<file path="src/hw/clock_gen_defs.svh">
// Purpose: Offsets, fields, reset values and timing counts of the clock generator
// Assumes: Core clock of 125 MHz; registers are word-spaced on APB
// Notes:   Definitions only; included by bare name
`ifndef CLOCK_GEN_DEFS_SVH
`define CLOCK_GEN_DEFS_SVH

// Core clock rate, used to turn times into cycle counts
`define CORE_CLK_MHZ      125
// Register indices; byte address is four times the index
`define IDX_DIVIDE        8'h95
`define IDX_RC_TUNE       8'h96
`define IDX_AUX_ONE       8'h97
`define IDX_STATUS        8'h98
// Field positions
`define TUNE_VAL_MSB      5
`define TUNE_CLKOUT_BIT   6
`define AUX_LOW_POWER_BIT 7
// Reset values
`define DIVIDE_RST        8'h00
`define TUNE_EN_RST       1'b0
`define LOW_POWER_RST     1'b0
// Oscillator selection codes from non-volatile configuration
`define OSC_XTAL_LOW      3'h0
`define OSC_XTAL_MED      3'h1
`define OSC_XTAL_HIGH     3'h2
`define OSC_RC            3'h3
`define OSC_WATCHDOG      3'h4
`define OSC_EXT_CLK       3'h7
// Oscillator figures in kHz
`define RC_NOMINAL_KHZ    7373
`define WDT_OSC_KHZ       400
`define XTAL_LOW_MIN_KHZ  20
`define XTAL_MED_MIN_KHZ  100
`define XTAL_HIGH_MIN_KHZ 4000
`define XTAL_HIGH_MAX_KHZ 18000
`define EXT_CLK_MAX_KHZ   18000
// Limits that board and software must respect
`define RST_PIN_NEED_KHZ  12000
`define LOW_POWER_MAX_KHZ 8000
// Wake-up delay: root cycles, then a least time in ns rounded up to core cycles
`define WAKE_ROOT_CYCLES  10'd992
`define WAKE_EXTRA_NS     60000
`define WAKE_TIME_CYCLES  ((`WAKE_EXTRA_NS * `CORE_CLK_MHZ + 999) / 1000)
// Settling cycles before the configuration is captured
`define CFG_SETTLE        2'd3
// Machine cycle length in CPU core clock cycles; peripheral divide ratio
`define MACHINE_CCLKS     2
`define PERIPH_DIV        2

`endif

</file>
<file path="src/hw/clock_gen_pkg.sv">
// Purpose: Types shared by the clock generator
// Assumes: Constants come from clock_gen_defs.svh
// Notes:   No constants here, only types
package clock_gen_pkg;

  // Start-up sequence, one-hot
  typedef enum logic [3:0] {
    ST_CAPTURE   = 4'b0001,
    ST_WAKE_ROOT = 4'b0010,
    ST_WAKE_TIME = 4'b0100,
    ST_RUN       = 4'b1000
  } clk_state_t;

  // Status word read back by software
  typedef struct packed {
    logic [2:0] osc_sel;
    logic       crystal_mode;
    logic       clkout_allowed;
    logic       running;
  } clk_status_t;

endpackage : clock_gen_pkg

</file>
<file path="src/hw/mcu_clock_generation.sv">
// Purpose: Root clock selection, programmable divider and derived clock ticks
// Assumes: Oscillators arrive as slow square waves sampled on core_clk
// Notes:   Derived clocks are one-cycle tick pulses plus toggling pin levels
//
// Functional notes
// - A machine cycle spans two CPU core clock cycles.
// - Peripheral clock runs at CPU core clock divided by two.
// - Selected root oscillator feeds the divider whose output is the CPU clock.
// - Internal RC oscillator is a selectable root source, nominally 7.373 MHz.
// - Oscillator source comes from stored configuration, never a register write.
// - Crystal ranges: 20-100 kHz, 100 kHz-4 MHz, 4-18 MHz.
// - Every reset clears the low-power bit.
// - Clock output only when crystal unused by root source and real-time clock.
// - Clock output pin is driven only while its enable bit is set.
// - Clock output toggles at half the CPU clock; software may turn it off.
// - A writable 6-bit field tunes the RC oscillator frequency.
// - Only power-on reset loads the factory tune value; other resets keep it.
// - Watchdog oscillator at 400 kHz is a selectable low-power root source.
// - External clock on crystal input from 0 Hz to 18 MHz; output pin freed.
// - Divider ratio up to 510, changeable any time without halting.
// - Crystal source holds CPU clock off for 992 root cycles plus 60-100 us.
//
// Decided for this implementation: the APB interface to the registers.
`timescale 1ns/100ps
`default_nettype none
`include "clock_gen_defs.svh"

module mcu_clock_generation #(
  parameter int unsigned WAKE_TIME_CYCLES = `WAKE_TIME_CYCLES,
  parameter int unsigned DIV_W            = 8
) (
  // Clock and resets
  input  wire logic             core_clk,
  input  wire logic             rst_n,
  input  wire logic             por_n,
  // APB slave
  input  wire logic             psel,
  input  wire logic             penable,
  input  wire logic             pwrite,
  input  wire logic [11:0]      paddr,
  input  wire logic [31:0]      pwdata,
  output logic      [31:0]      prdata,
  output logic                  pready,
  output logic                  pslverr,
  // Oscillator inputs and configuration
  input  wire logic             internal_rc_clock,
  input  wire logic             watchdog_osc_clock,
  input  wire logic             crystal_in_pin,
  input  wire logic [2:0]       osc_config,
  input  wire logic [5:0]       factory_tune,
  input  wire logic             rtc_uses_crystal,
  // Derived clock ticks, low-power clock bit and RC tune value
  output logic                  cpu_core_tick,
  output logic                  machine_cycle_tick,
  output logic                  periph_clock_tick,
  output logic                  low_power_clock_bit,
  output logic [5:0]            rc_tune_value,
  // Crystal output pin
  output logic                  crystal_out_pin_o,
  output logic                  crystal_out_pin_oe
);

  // Byte address of a register index
  function automatic logic [11:0] reg_addr(input logic [7:0] idx);
    reg_addr = {2'b00, idx, 2'b00};
  endfunction : reg_addr

  localparam int unsigned WT_W = $clog2(WAKE_TIME_CYCLES + 1);

  // Oscillator pins are asynchronous: three stages, edge taken from stages two and three
  logic [2:0] osc_raw;
  logic [2:0] osc_s1_r;
  logic [2:0] osc_s2_r;
  logic [2:0] osc_s3_r;
  logic [2:0] osc_rise;
  assign osc_raw = {crystal_in_pin, watchdog_osc_clock, internal_rc_clock};

  genvar g;
  generate
    for (g = 0; g < 3; g++) begin : g_osc_sync
      always_ff @(posedge core_clk or negedge rst_n) begin
        if (!rst_n) begin
          osc_s1_r[g] <= 1'b0;
          osc_s2_r[g] <= 1'b0;
          osc_s3_r[g] <= 1'b0;
        end else begin
          osc_s1_r[g] <= osc_raw[g];
          osc_s2_r[g] <= osc_s1_r[g];
          osc_s3_r[g] <= osc_s2_r[g];
        end
      end
      assign osc_rise[g] = osc_s2_r[g] & ~osc_s3_r[g];
    end
  endgenerate

  // Configuration and real-time clock select, two-flop synchronised
  logic [2:0] cfg_s1_r;
  logic [2:0] cfg_s2_r;
  logic       rtc_s1_r;
  logic       rtc_s2_r;
  always_ff @(posedge core_clk or negedge rst_n) begin
    if (!rst_n) begin
      cfg_s1_r <= 3'h0;
      cfg_s2_r <= 3'h0;
      rtc_s1_r <= 1'b0;
      rtc_s2_r <= 1'b0;
    end else begin
      cfg_s1_r <= osc_config;
      cfg_s2_r <= cfg_s1_r;
      rtc_s1_r <= rtc_uses_crystal;
      rtc_s2_r <= rtc_s1_r;
    end
  end

  // Start-up state
  clock_gen_pkg::clk_state_t state_r;
  clock_gen_pkg::clk_state_t state_nxt;
  logic [2:0]       osc_sel_r;
  logic [1:0]       settle_r;
  logic [9:0]       wake_root_r;
  logic [WT_W-1:0]  wake_time_r;

  // Source decode: crystal codes cover the three ranges, unknown codes fall back to RC
  logic       sel_xtal;
  logic       sel_wdt;
  logic       sel_ext;
  logic       root_tick;
  logic       xtal_busy;
  assign sel_xtal  = (osc_sel_r == `OSC_XTAL_LOW) | (osc_sel_r == `OSC_XTAL_MED)
                   | (osc_sel_r == `OSC_XTAL_HIGH);
  assign sel_wdt   = (osc_sel_r == `OSC_WATCHDOG);
  assign sel_ext   = (osc_sel_r == `OSC_EXT_CLK);
  assign root_tick = (sel_xtal | sel_ext) ? osc_rise[2] :
                     sel_wdt ? osc_rise[1] : osc_rise[0];
  assign xtal_busy = sel_xtal | rtc_s2_r;

  logic wake_root_done;
  logic wake_time_done;
  logic cfg_ready;
  assign wake_root_done = root_tick && (wake_root_r == `WAKE_ROOT_CYCLES - 10'd1);
  assign wake_time_done = (wake_time_r == WT_W'(WAKE_TIME_CYCLES - 1));
  assign cfg_ready      = (settle_r == `CFG_SETTLE);

  // Next state of the start-up sequence
  always_comb begin
    state_nxt = state_r;
    case (state_r)
      clock_gen_pkg::ST_CAPTURE:
        if (cfg_ready) begin
          state_nxt = (cfg_s2_r == `OSC_XTAL_LOW || cfg_s2_r == `OSC_XTAL_MED ||
                       cfg_s2_r == `OSC_XTAL_HIGH) ? clock_gen_pkg::ST_WAKE_ROOT
                                                  : clock_gen_pkg::ST_RUN;
        end
      clock_gen_pkg::ST_WAKE_ROOT:
        if (wake_root_done) begin
          state_nxt = clock_gen_pkg::ST_WAKE_TIME;
        end
      clock_gen_pkg::ST_WAKE_TIME:
        if (wake_time_done) begin
          state_nxt = clock_gen_pkg::ST_RUN;
        end
      clock_gen_pkg::ST_RUN:
        state_nxt = clock_gen_pkg::ST_RUN;
      default:
        state_nxt = clock_gen_pkg::ST_CAPTURE;
    endcase
  end

  // Source is latched once after reset release; no register path can change it
  always_ff @(posedge core_clk or negedge rst_n) begin
    if (!rst_n) begin
      state_r     <= clock_gen_pkg::ST_CAPTURE;
      osc_sel_r   <= `OSC_RC;
      settle_r    <= 2'd0;
      wake_root_r <= 10'd0;
      wake_time_r <= '0;
    end else begin
      state_r <= state_nxt;
      if (state_r == clock_gen_pkg::ST_CAPTURE) begin
        settle_r <= settle_r + 2'd1;
        if (cfg_ready) begin
          osc_sel_r <= cfg_s2_r;
        end
      end
      if (state_r == clock_gen_pkg::ST_WAKE_ROOT && root_tick) begin
        wake_root_r <= wake_root_r + 10'd1;
      end
      if (state_r == clock_gen_pkg::ST_WAKE_TIME) begin
        wake_time_r <= wake_time_r + WT_W'(1);
      end
    end
  end

  // APB decode
  logic setup_ph;
  logic access_done;
  logic hit_div;
  logic hit_tune;
  logic hit_aux;
  logic hit_stat;
  logic hit_any;
  logic wr_en;
  assign setup_ph    = psel & ~penable;
  assign access_done = psel & penable & pready;
  assign hit_div     = (paddr == reg_addr(`IDX_DIVIDE));
  assign hit_tune    = (paddr == reg_addr(`IDX_RC_TUNE));
  assign hit_aux     = (paddr == reg_addr(`IDX_AUX_ONE));
  assign hit_stat    = (paddr == reg_addr(`IDX_STATUS));
  assign hit_any     = hit_div | hit_tune | hit_aux | hit_stat;
  assign wr_en       = access_done & pwrite & hit_any;

  // Software registers
  logic [DIV_W-1:0] divide_r;
  logic             low_power_r;
  logic [5:0]       tune_r;
  logic             clkout_en_r;
  logic             por_load_r;

  always_ff @(posedge core_clk or negedge rst_n) begin
    if (!rst_n) begin
      divide_r    <= DIV_W'(`DIVIDE_RST);
      low_power_r <= `LOW_POWER_RST;
    end else if (wr_en) begin
      if (hit_div) begin
        divide_r <= pwdata[DIV_W-1:0];
      end
      if (hit_aux) begin
        low_power_r <= pwdata[`AUX_LOW_POWER_BIT];
      end
    end
  end

  // Power-on flag; only it reloads the tune register, other resets leave it alone
  always_ff @(posedge core_clk or negedge por_n) begin
    if (!por_n) begin
      por_load_r <= 1'b1;
    end else begin
      por_load_r <= 1'b0;
    end
  end

  always_ff @(posedge core_clk) begin
    if (por_load_r) begin
      tune_r      <= factory_tune;
      clkout_en_r <= `TUNE_EN_RST;
    end else if (wr_en && hit_tune) begin
      tune_r      <= pwdata[`TUNE_VAL_MSB:0];
      clkout_en_r <= pwdata[`TUNE_CLKOUT_BIT];
    end
  end

  // Read mux
  clock_gen_pkg::clk_status_t status;
  logic [31:0] rd_word;
  assign status.osc_sel        = osc_sel_r;
  assign status.crystal_mode   = sel_xtal;
  assign status.clkout_allowed = ~xtal_busy;
  assign status.running        = (state_r == clock_gen_pkg::ST_RUN);
  assign rd_word = hit_div  ? {{(32-DIV_W){1'b0}}, divide_r} :
                   hit_tune ? {25'h0, clkout_en_r, tune_r} :
                   hit_aux  ? {24'h0, low_power_r, 7'h0} :
                   hit_stat ? {26'h0, status} : 32'h0;

  // No wait state: answer is prepared in setup, given in the first access cycle
  always_ff @(posedge core_clk or negedge rst_n) begin
    if (!rst_n) begin
      pready  <= 1'b0;
      pslverr <= 1'b0;
      prdata  <= 32'h0;
    end else begin
      pready  <= setup_ph;
      pslverr <= setup_ph & ~hit_any;
      prdata  <= (setup_ph & ~pwrite) ? rd_word : 32'h0;
    end
  end

  // Divider: ratio 1 for zero, else twice the value (up to 510)
  logic [DIV_W:0]   ratio_act;
  logic [DIV_W-1:0] divide_act_r;
  logic [DIV_W:0]   div_cnt_r;
  logic             run;
  logic             cpu_core_clock_edge;
  assign run       = (state_r == clock_gen_pkg::ST_RUN);
  assign ratio_act = (divide_act_r == '0) ? (DIV_W+1)'(1) : {divide_act_r, 1'b0};
  assign cpu_core_clock_edge = run & root_tick & (div_cnt_r == ratio_act - (DIV_W+1)'(1));

  // Ratio is swapped only on the output boundary so no phase is clipped
  logic mc_phase_r;
  logic clkout_lvl_r;
  always_ff @(posedge core_clk or negedge rst_n) begin
    if (!rst_n) begin
      divide_act_r       <= DIV_W'(`DIVIDE_RST);
      div_cnt_r          <= '0;
      mc_phase_r         <= 1'b0;
      clkout_lvl_r       <= 1'b0;
      cpu_core_tick      <= 1'b0;
      machine_cycle_tick <= 1'b0;
      periph_clock_tick  <= 1'b0;
    end else begin
      cpu_core_tick      <= cpu_core_clock_edge;
      machine_cycle_tick <= cpu_core_clock_edge & mc_phase_r;
      periph_clock_tick  <= cpu_core_clock_edge & mc_phase_r;
      if (cpu_core_clock_edge) begin
        div_cnt_r    <= '0;
        divide_act_r <= divide_r;
        mc_phase_r   <= ~mc_phase_r;
        clkout_lvl_r <= ~clkout_lvl_r;
      end else if (run && root_tick) begin
        div_cnt_r <= div_cnt_r + (DIV_W+1)'(1);
      end
    end
  end

  // Pin and flag outputs, registered
  always_ff @(posedge core_clk or negedge rst_n) begin
    if (!rst_n) begin
      crystal_out_pin_o   <= 1'b0;
      crystal_out_pin_oe  <= 1'b0;
      low_power_clock_bit <= 1'b0;
      rc_tune_value       <= 6'h00;
    end else begin
      crystal_out_pin_oe  <= clkout_en_r & ~xtal_busy & run;
      crystal_out_pin_o   <= clkout_lvl_r & clkout_en_r & ~xtal_busy;
      low_power_clock_bit <= low_power_r;
      rc_tune_value       <= tune_r;
    end
  end

endmodule : mcu_clock_generation
`default_nettype wire

</file>
<file path="config.mk">
export PLATFORM = sky130hd
export DESIGN_NAME = mcu_clock_generation
export DESIGN_NICKNAME = d
export VERILOG_FILES = /design/src/hw/clock_gen_pkg.sv /design/src/hw/mcu_clock_generation.sv
export VERILOG_INCLUDE_DIRS = /design/src /design/src/hw
export SDC_FILE = /design/constraint.sdc
export NUM_CORES = 1
export LEC_CHECK = 0
export ABC_AREA = 1
export BUFFER_PORTS_ARGS = -buffer_cell sky130_fd_sc_hd__buf_2
export CAP_MARGIN = 0
export CORE_ASPECT_RATIO = 1.2
export CORE_UTILIZATION = 45
export DETAILED_ROUTE_END_ITERATION = 7
export PLACE_DENSITY = 0.66
export SLEW_MARGIN = 0
export SYNTH_ARGS = -nofsm -noshare
export SYNTH_HDL_FRONTEND = slang
export SYNTH_SLANG_ARGS = --single-unit
</file>
<file path="constraint.sdc">
create_clock -name core_clk -period 2.2 [get_ports core_clk]
set_input_delay 0.11 -clock core_clk [delete_from_list [all_inputs] [get_ports core_clk]]
set_output_delay 0.11 -clock core_clk [all_outputs]
set_load 0.01 [all_outputs]
</file>
==> metrics.txt, run 1 <==
status=finished clean; layout cells sized above 1=0.192; leakage power=3.16 nW; Avg Cell Area, Syn=8.84 µm²; CTS max path bufs=2; combinational power share=0.167; largest net degree at the start of global routing=41; final setup vio count=0; die width=99.4 µm; VDD IR max=0.531 mV; sequential share of the synthesized area=0.523; wire per inst=12.1 µm; H-tree depth=3; Max Clock Skew=7.70 ps; Worst R2R Setup Slack=170 ps; critical path type=reg2reg; post-synth cell types=41; Hold WC Path Type=in2reg; P_int=0.00339 W; DP Cell Count=773; final WL=9710 µm; Ports=109; CTS root buf=clkbuf_16; Synth Register Bits=106; post-route cell area=6000 µm²; antenna violations before repair=0; Slew Viols, Final=0; worst skew pair latency=340 ps; leading area contributor after synthesis=dfrtp_1; sequential share of power=0.488; Die Ht=119 µm; final worst path period share=0.924; worst path required time=2450 ps; reported max-cap violation count=0; Clock Sinks=106; starting density of the core=0.464; Worst-path clk slew=70 ps; crit path launch=osc_sel_r[1]$_DFFE_PN1P_; Synth Warn #=0; share of the synthesized area in the top cell type=0.464; Post-Syn Area=5120 µm²; post-route insts no fill=804; GRT Residual Overflow=0; Final Power=0.00470 W; top post-synthesis cells by area=dfrtp_1 (46%), nand2_1 (9.6%), inv_1 (5.6%); most instantiated library cell after synthesis=nand2_1; GRT Total Usage=0.180; Slew headroom=0.664; placed inst area=5530 µm²; power share of the clock group=0.345; area delta synth->final=17.0%; Pre-antenna DRT Iters=4; Setup crit start kind=flip-flop; GPL Wtd Cong=0.869; post-detail-place hpwl=7170 µm; Critical R2R Launch=osc_sel_r[1]$_DFFE_PN1P_; Final min period=2030 ps; first-pass GRT wire length=16900 µm; reg2reg path depth=12; ANT nets after route=0; Rows=42; I/O Buffers=60; core area=11000 µm²; Switching Fraction=0.278; Cells after Synth=580; Vias/cell=4.75; Hold Vio Cnt, Final=0; Max Clk Rate=492 MHz; CTS Buf Count=9; Async S/R FF share, synth=0.934; antenna cells=0; CTS tree=built; die area=11800 µm²; Synth top cells by count=nand2_1 (131), dfrtp_1 (95), inv_1 (77), nor2_1 (56), nand3_1 (28); hold path startpoint=psel; worst setup path endpoint=div_cnt_r[3]$_DFFE_PN0P_; PD cells=784 nW/µm²; Residual DRC=0; Crit path arrival time=2280 ps; Synth Flop Type=dfrtp_1; via count=3821; Nets=734; Worst Setup End Kind=flip-flop; Worst R2R End=div_cnt_r[3]$_DFFE_PN0P_; Least-Margin Pin Slew=504 ps; vias in the first global route=3850; switching power=0.00131 W; drt first-iter violations=221; number of flops mapped to enable cells by yosys=6; worst-path maximum fanout=8
-- through the flow --
step / setup TNS [ps] / worst slack, ps / util / hold WS (ps)
2_1_floorplan: 0 / 447 / - / -186
3_3_place_gp: 0 / 209 / 0.501 / 43.0
3_5_place_dp: 0 / 125 / 0.501 / 47.8
4_1_cts: 0 / 104 / 0.539 / 10.5
5_1_grt: -64.4 / -28.7 / 0.543 / 35.8
6_report: 0 / 167 / 0.543 / 20.7
-- power by group through the flow --
stage / clock, W / combinational [W] / sequential (W)
after floorplan: 0 / 0.000568 / 0.00230
after global placement: 0 / 0.000696 / 0.00232
after detailed placement: 0 / 0.000728 / 0.00233
after CTS: 0.00165 / 0.000748 / 0.00229
after global routing: 0.00172 / 0.000910 / 0.00232
final: 0.00162 / 0.000784 / 0.00229
-- kinds of logic (layout without fill, tap and decap cells) --
kind of cell	after synthesis	in the layout	share of synthesized area
buffers and inverters	110	177	0.101
muxes	5	5	0.0107
other	1	25	0.000732
DFF	106	106	0.523
xor gates and xnor gates	31	31	0.0559
and+or+nand+nor	274	275	0.247
AOI/OAI and AO/OA	49	49	0.0515
adders and majority gates	4	4	0.00977
-- cell usage in the layout, fill, tap and decap left out, drive strengths merged --
cell type / netlist / final
nand2: 137 / 137
dfrtp: 95 / 95
inv: 80 / 82
buf: 27 / 69
nor2: 65 / 65
nand3: 36 / 37
o21ai: 31 / 31
conb: 1 / 25
xor2: 23 / 23
nor3: 15 / 15
nand4: 14 / 14
a21oi: 14 / 14
dlygate4sd3: 0 / 11
clkbuf: 2 / 11
xnor2: 8 / 8
edfxtp: 6 / 6
mux2: 4 / 4
ha: 4 / 4
dfstp: 4 / 4
or2: 3 / 3
o31ai: 2 / 2
clkinv: 1 / 2
nand3b: 1 / 1
nor4: 1 / 1
o21bai: 1 / 1
o2111ai: 1 / 1
and2: 1 / 1
and3: 1 / 1
mux2i: 1 / 1
bufinv: 0 / 1
clkinvlp: 0 / 1
dfxtp: 1 / 1
-- critical path, cell delays in order (launching register included) --
cell and delay, ps:
dfstp_2 570, nand3_1 100, nand2_2 80, inv_1 40, nand3_1 70, nand2_2 80, nor2_4 220, nand3_2 120
nor2_4 200, nand3_4 170, buf_12 180, nand3_2 60, inv_2 30
-- how the worst min path moves through the flow --
stage | endpoint | cells past startpoint
final | pready$_DFF_PN0_ | 3
after global routing | pready$_DFF_PN0_ | 3
after CTS | pready$_DFF_PN0_ | 3
after detailed placement | por_load_r$_DFF_PN1_ | 1
after global placement | por_load_r$_DFF_PN1_ | 1
after floorplan | cfg_s1_r[0]$_DFF_PN0_ | 0
-- cell type report --
class	instances	area (µm²)
fill	1000	5040
clock inverter	5	62.6
inverter	81	309
sequential	106	2680
clock buffer	11	243
multi-input combinational	389	2030
tap	132	165
timing repair buffer	80	505
-- sequential cells by signal (all words and copies together), names as in the netlist, 2 cells and up --
| signal | flops |
|---|---|
| settle_r | 2 |
| rc_tune_value | 6 |
| osc_s3_r | 3 |
| div_cnt_r | 9 |
| divide_act_r | 8 |
| wake_time_r | 13 |
| osc_s2_r | 3 |
| state_r | 4 |
| prdata | 8 |
| osc_sel_r | 3 |
| cfg_s1_r | 3 |
| osc_s1_r | 3 |
| tune_r | 6 |
| wake_root_r | 10 |
| divide_r | 8 |
| cfg_s2_r | 3 |
-- metal layers --
layer / routed length [µm] / global-route usage / vias up
met5: 0 / 0 / -
li1: - / - / 1953
met4: 322 / 0.0993 / 0
met1: 4370 / 0.223 / 1766
met3: 301 / 0.0223 / 21
met2: 4710 / 0.304 / 81
-- what timing repair did --
action                                  CTS  global route
resized for setup                         0             3
endpoints found under the hold margin    47             0
hold buffers                             11             0
setup buffers                             0             3
endpoints found under the setup margin    0             9
(Power assumes the default switching activity.)
==> run 2, diff against run 1 <==
- CORE_UTILIZATION: 45 -> 55
- GPL_ROUTABILITY_DRIVEN: not set -> 0
- PLACE_DENSITY: 0.66 -> 0.78
==> metrics.txt, run 2 (synthesis gave the netlist of run 1 again) <==
Worst R2R End=divide_act_r[6]$_DFFE_PN0P_; antenna violations before repair=0 (unchanged); Residual DRC=0 (unchanged); VDD IR max=0.642 mV (+21%); Hold WC Path Type=in2reg; Max Clock Skew=11.8 ps (+4.12 ps); I/O Buffers=60 (unchanged); fin util=0.652 (+0.109); GRT Residual Overflow=0 (unchanged); vias in the first global route=3789 (-1.6%); GRT Total Usage=0.214 (+0.0344); PD cells=703 nW/µm² (-10%); max reg flops=13 (unchanged); Die Ht=108 µm (-9.4%); crit path launch=osc_sel_r[1]$_DFFE_PN1P_; Hold WS=7.49 ps (-13.2 ps); Vias/cell=4.87 (+2.5%); ANT nets after route=0 (unchanged); die area=9710 µm² (-18%); Rows=38 (-9.5%); RSZ-0062 raised after global routing=true; Setup crit start kind=flip-flop; most common cell after layout, fill and taps aside=nand2_1; CTS Buf Count=9 (unchanged); critical path type=reg2reg; drt first-iter violations=211 (-4.5%); CTS root buf=clkbuf_8; final worst path period share=0.926 (+0.00205); Pre-antenna DRT Iters=4 (unchanged); Slew Viols, Final=0 (unchanged); core area=9030 µm² (-18%); Reg with most FFs=wake_time_r; Final min period=2040 ps (+4.51 ps); Ports=109 (unchanged); TNS Setup=0 ps (unchanged); largest registers=wake_time_r (13), wake_root_r (10), div_cnt_r (9); antenna cells=0 (unchanged); worst-path maximum fanout=7 (-1); via count=3876 (+1.4%); Worst R2R Setup Slack=160 ps (about the same); post-detail-place hpwl=7210 µm (+0.52%); die width=90.1 µm (-9.4%); starting density of the core=0.567 (+0.103); wire per inst=12.1 µm (-0.12%); worst path required time=2470 ps (+20 ps); Worst Setup End Kind=flip-flop; worst setup path endpoint=divide_act_r[6]$_DFFE_PN0P_; Nets=738 (+0.54%); worst skew pair latency=360 ps (+20 ps); reg2reg path depth=11 (-1); first-pass GRT wire length=16500 µm (-2.1%); Hold Vio Cnt, Final=0 (unchanged); largest net degree at the start of global routing=53 (+29%); commonest cells after routing, fill and taps aside=nand2_1 (131), dfrtp_1 (95), inv_1 (77); Worst-path clk slew=100 ps (+30 ps); final setup vio count=0 (unchanged); leakage power=3.12 nW (-1.4%); Max Clk Rate=491 MHz (-0.22%); status=finished clean; reported max-cap violation count=0 (unchanged); CTS tree=built; CTS max path bufs=2 (unchanged); H-tree depth=3 (unchanged); Critical R2R Launch=osc_sel_r[1]$_DFFE_PN1P_; Crit path arrival time=2300 ps (+20 ps); layout cells sized above 1=0.188 (-0.00409); area delta synth->final=15.0%; Clock Sinks=106 (unchanged); final WL=9600 µm (-1.1%)
-- run 2: worst max-delay path: stages (launching register included) --
cell and delay [ps]:
dfstp_2 590, nand2_1 60, nand2_1 90, nand2_1 90, o21ai_2 70, nand2_2 120
nor2_4 230, nand3_2 120, nor2_4 160, nand3_2 210, nand2_1 120, nand2_1 60
-- run 2: final cells by class --
cell class | count | area (µm²)
timing repair buffer | 84 | 538
inverter | 81 | 307
multi-input combinational | 389 | 2040
clock buffer | 10 | 138
tap | 120 | 150
fill | 736 | 3140
sequential | 106 | 2680
clock inverter | 6 | 40.0
-- run 2: per-layer routing --
layer | share of wire | vias up | GRT usage | routed length [µm]
met5 | 0 | - | 0 | 0
met4 | 0.027 | 0 | 0.111 | 263
met3 | 0.034 | 23 | 0.0311 | 323
met2 | 0.49 | 88 | 0.360 | 4740
met1 | 0.45 | 1807 | 0.270 | 4280
li1 | - | 1958 | - | -
-- run 2: worst min path at each step --
stage,startpoint,to,slack (ps),cells after the start
2_1_floorplan,rst_n,cfg_s1_r[0]$_DFF_PN0_,-190,0
3_3_place_gp,rst_n,wake_time_r[5]$_DFFE_PN0P_,-20,1
3_5_place_dp,rst_n,wake_time_r[5]$_DFFE_PN0P_,-20,1
4_1_cts,pwdata[5],divide_r[5]$_DFFE_PN0P_,5,3
5_1_grt,pwdata[5],divide_r[5]$_DFFE_PN0P_,20,3
6_report,pwdata[5],divide_r[5]$_DFFE_PN0P_,7,3
-- run 2: stage by stage --
step	power, W	cells	setup slack (ps)	instance area, µm²
2_1_floorplan	0.00287	604	447	5220
3_3_place_gp	0.00301	758	228	5490
3_5_place_dp	0.00307	758	145	5490
4_1_cts	0.00417	791	113	5840
5_1_grt	0.00438	796	-17.4	5890
6_report	0.00414	796	162	5890
-- run 2: timing repair --
action,CTS,global route
endpoints found under the setup margin,0,9
hold buffers,17,0
hold endpoints to repair,111,0
setup buffers,0,4
resized for setup,0,4
-- run 2: power breakdown --
group / leakage (nW) / internal (W) / switching [W] / total (W)
clock: 0.0890 / 0.000443 / 0.000637 / 0.00108
combinational: 1.66 / 0.000287 / 0.000478 / 0.000765
sequential: 1.36 / 0.00216 / 0.000136 / 0.00230
total: 3.12 / 0.00289 / 0.00125 / 0.00414
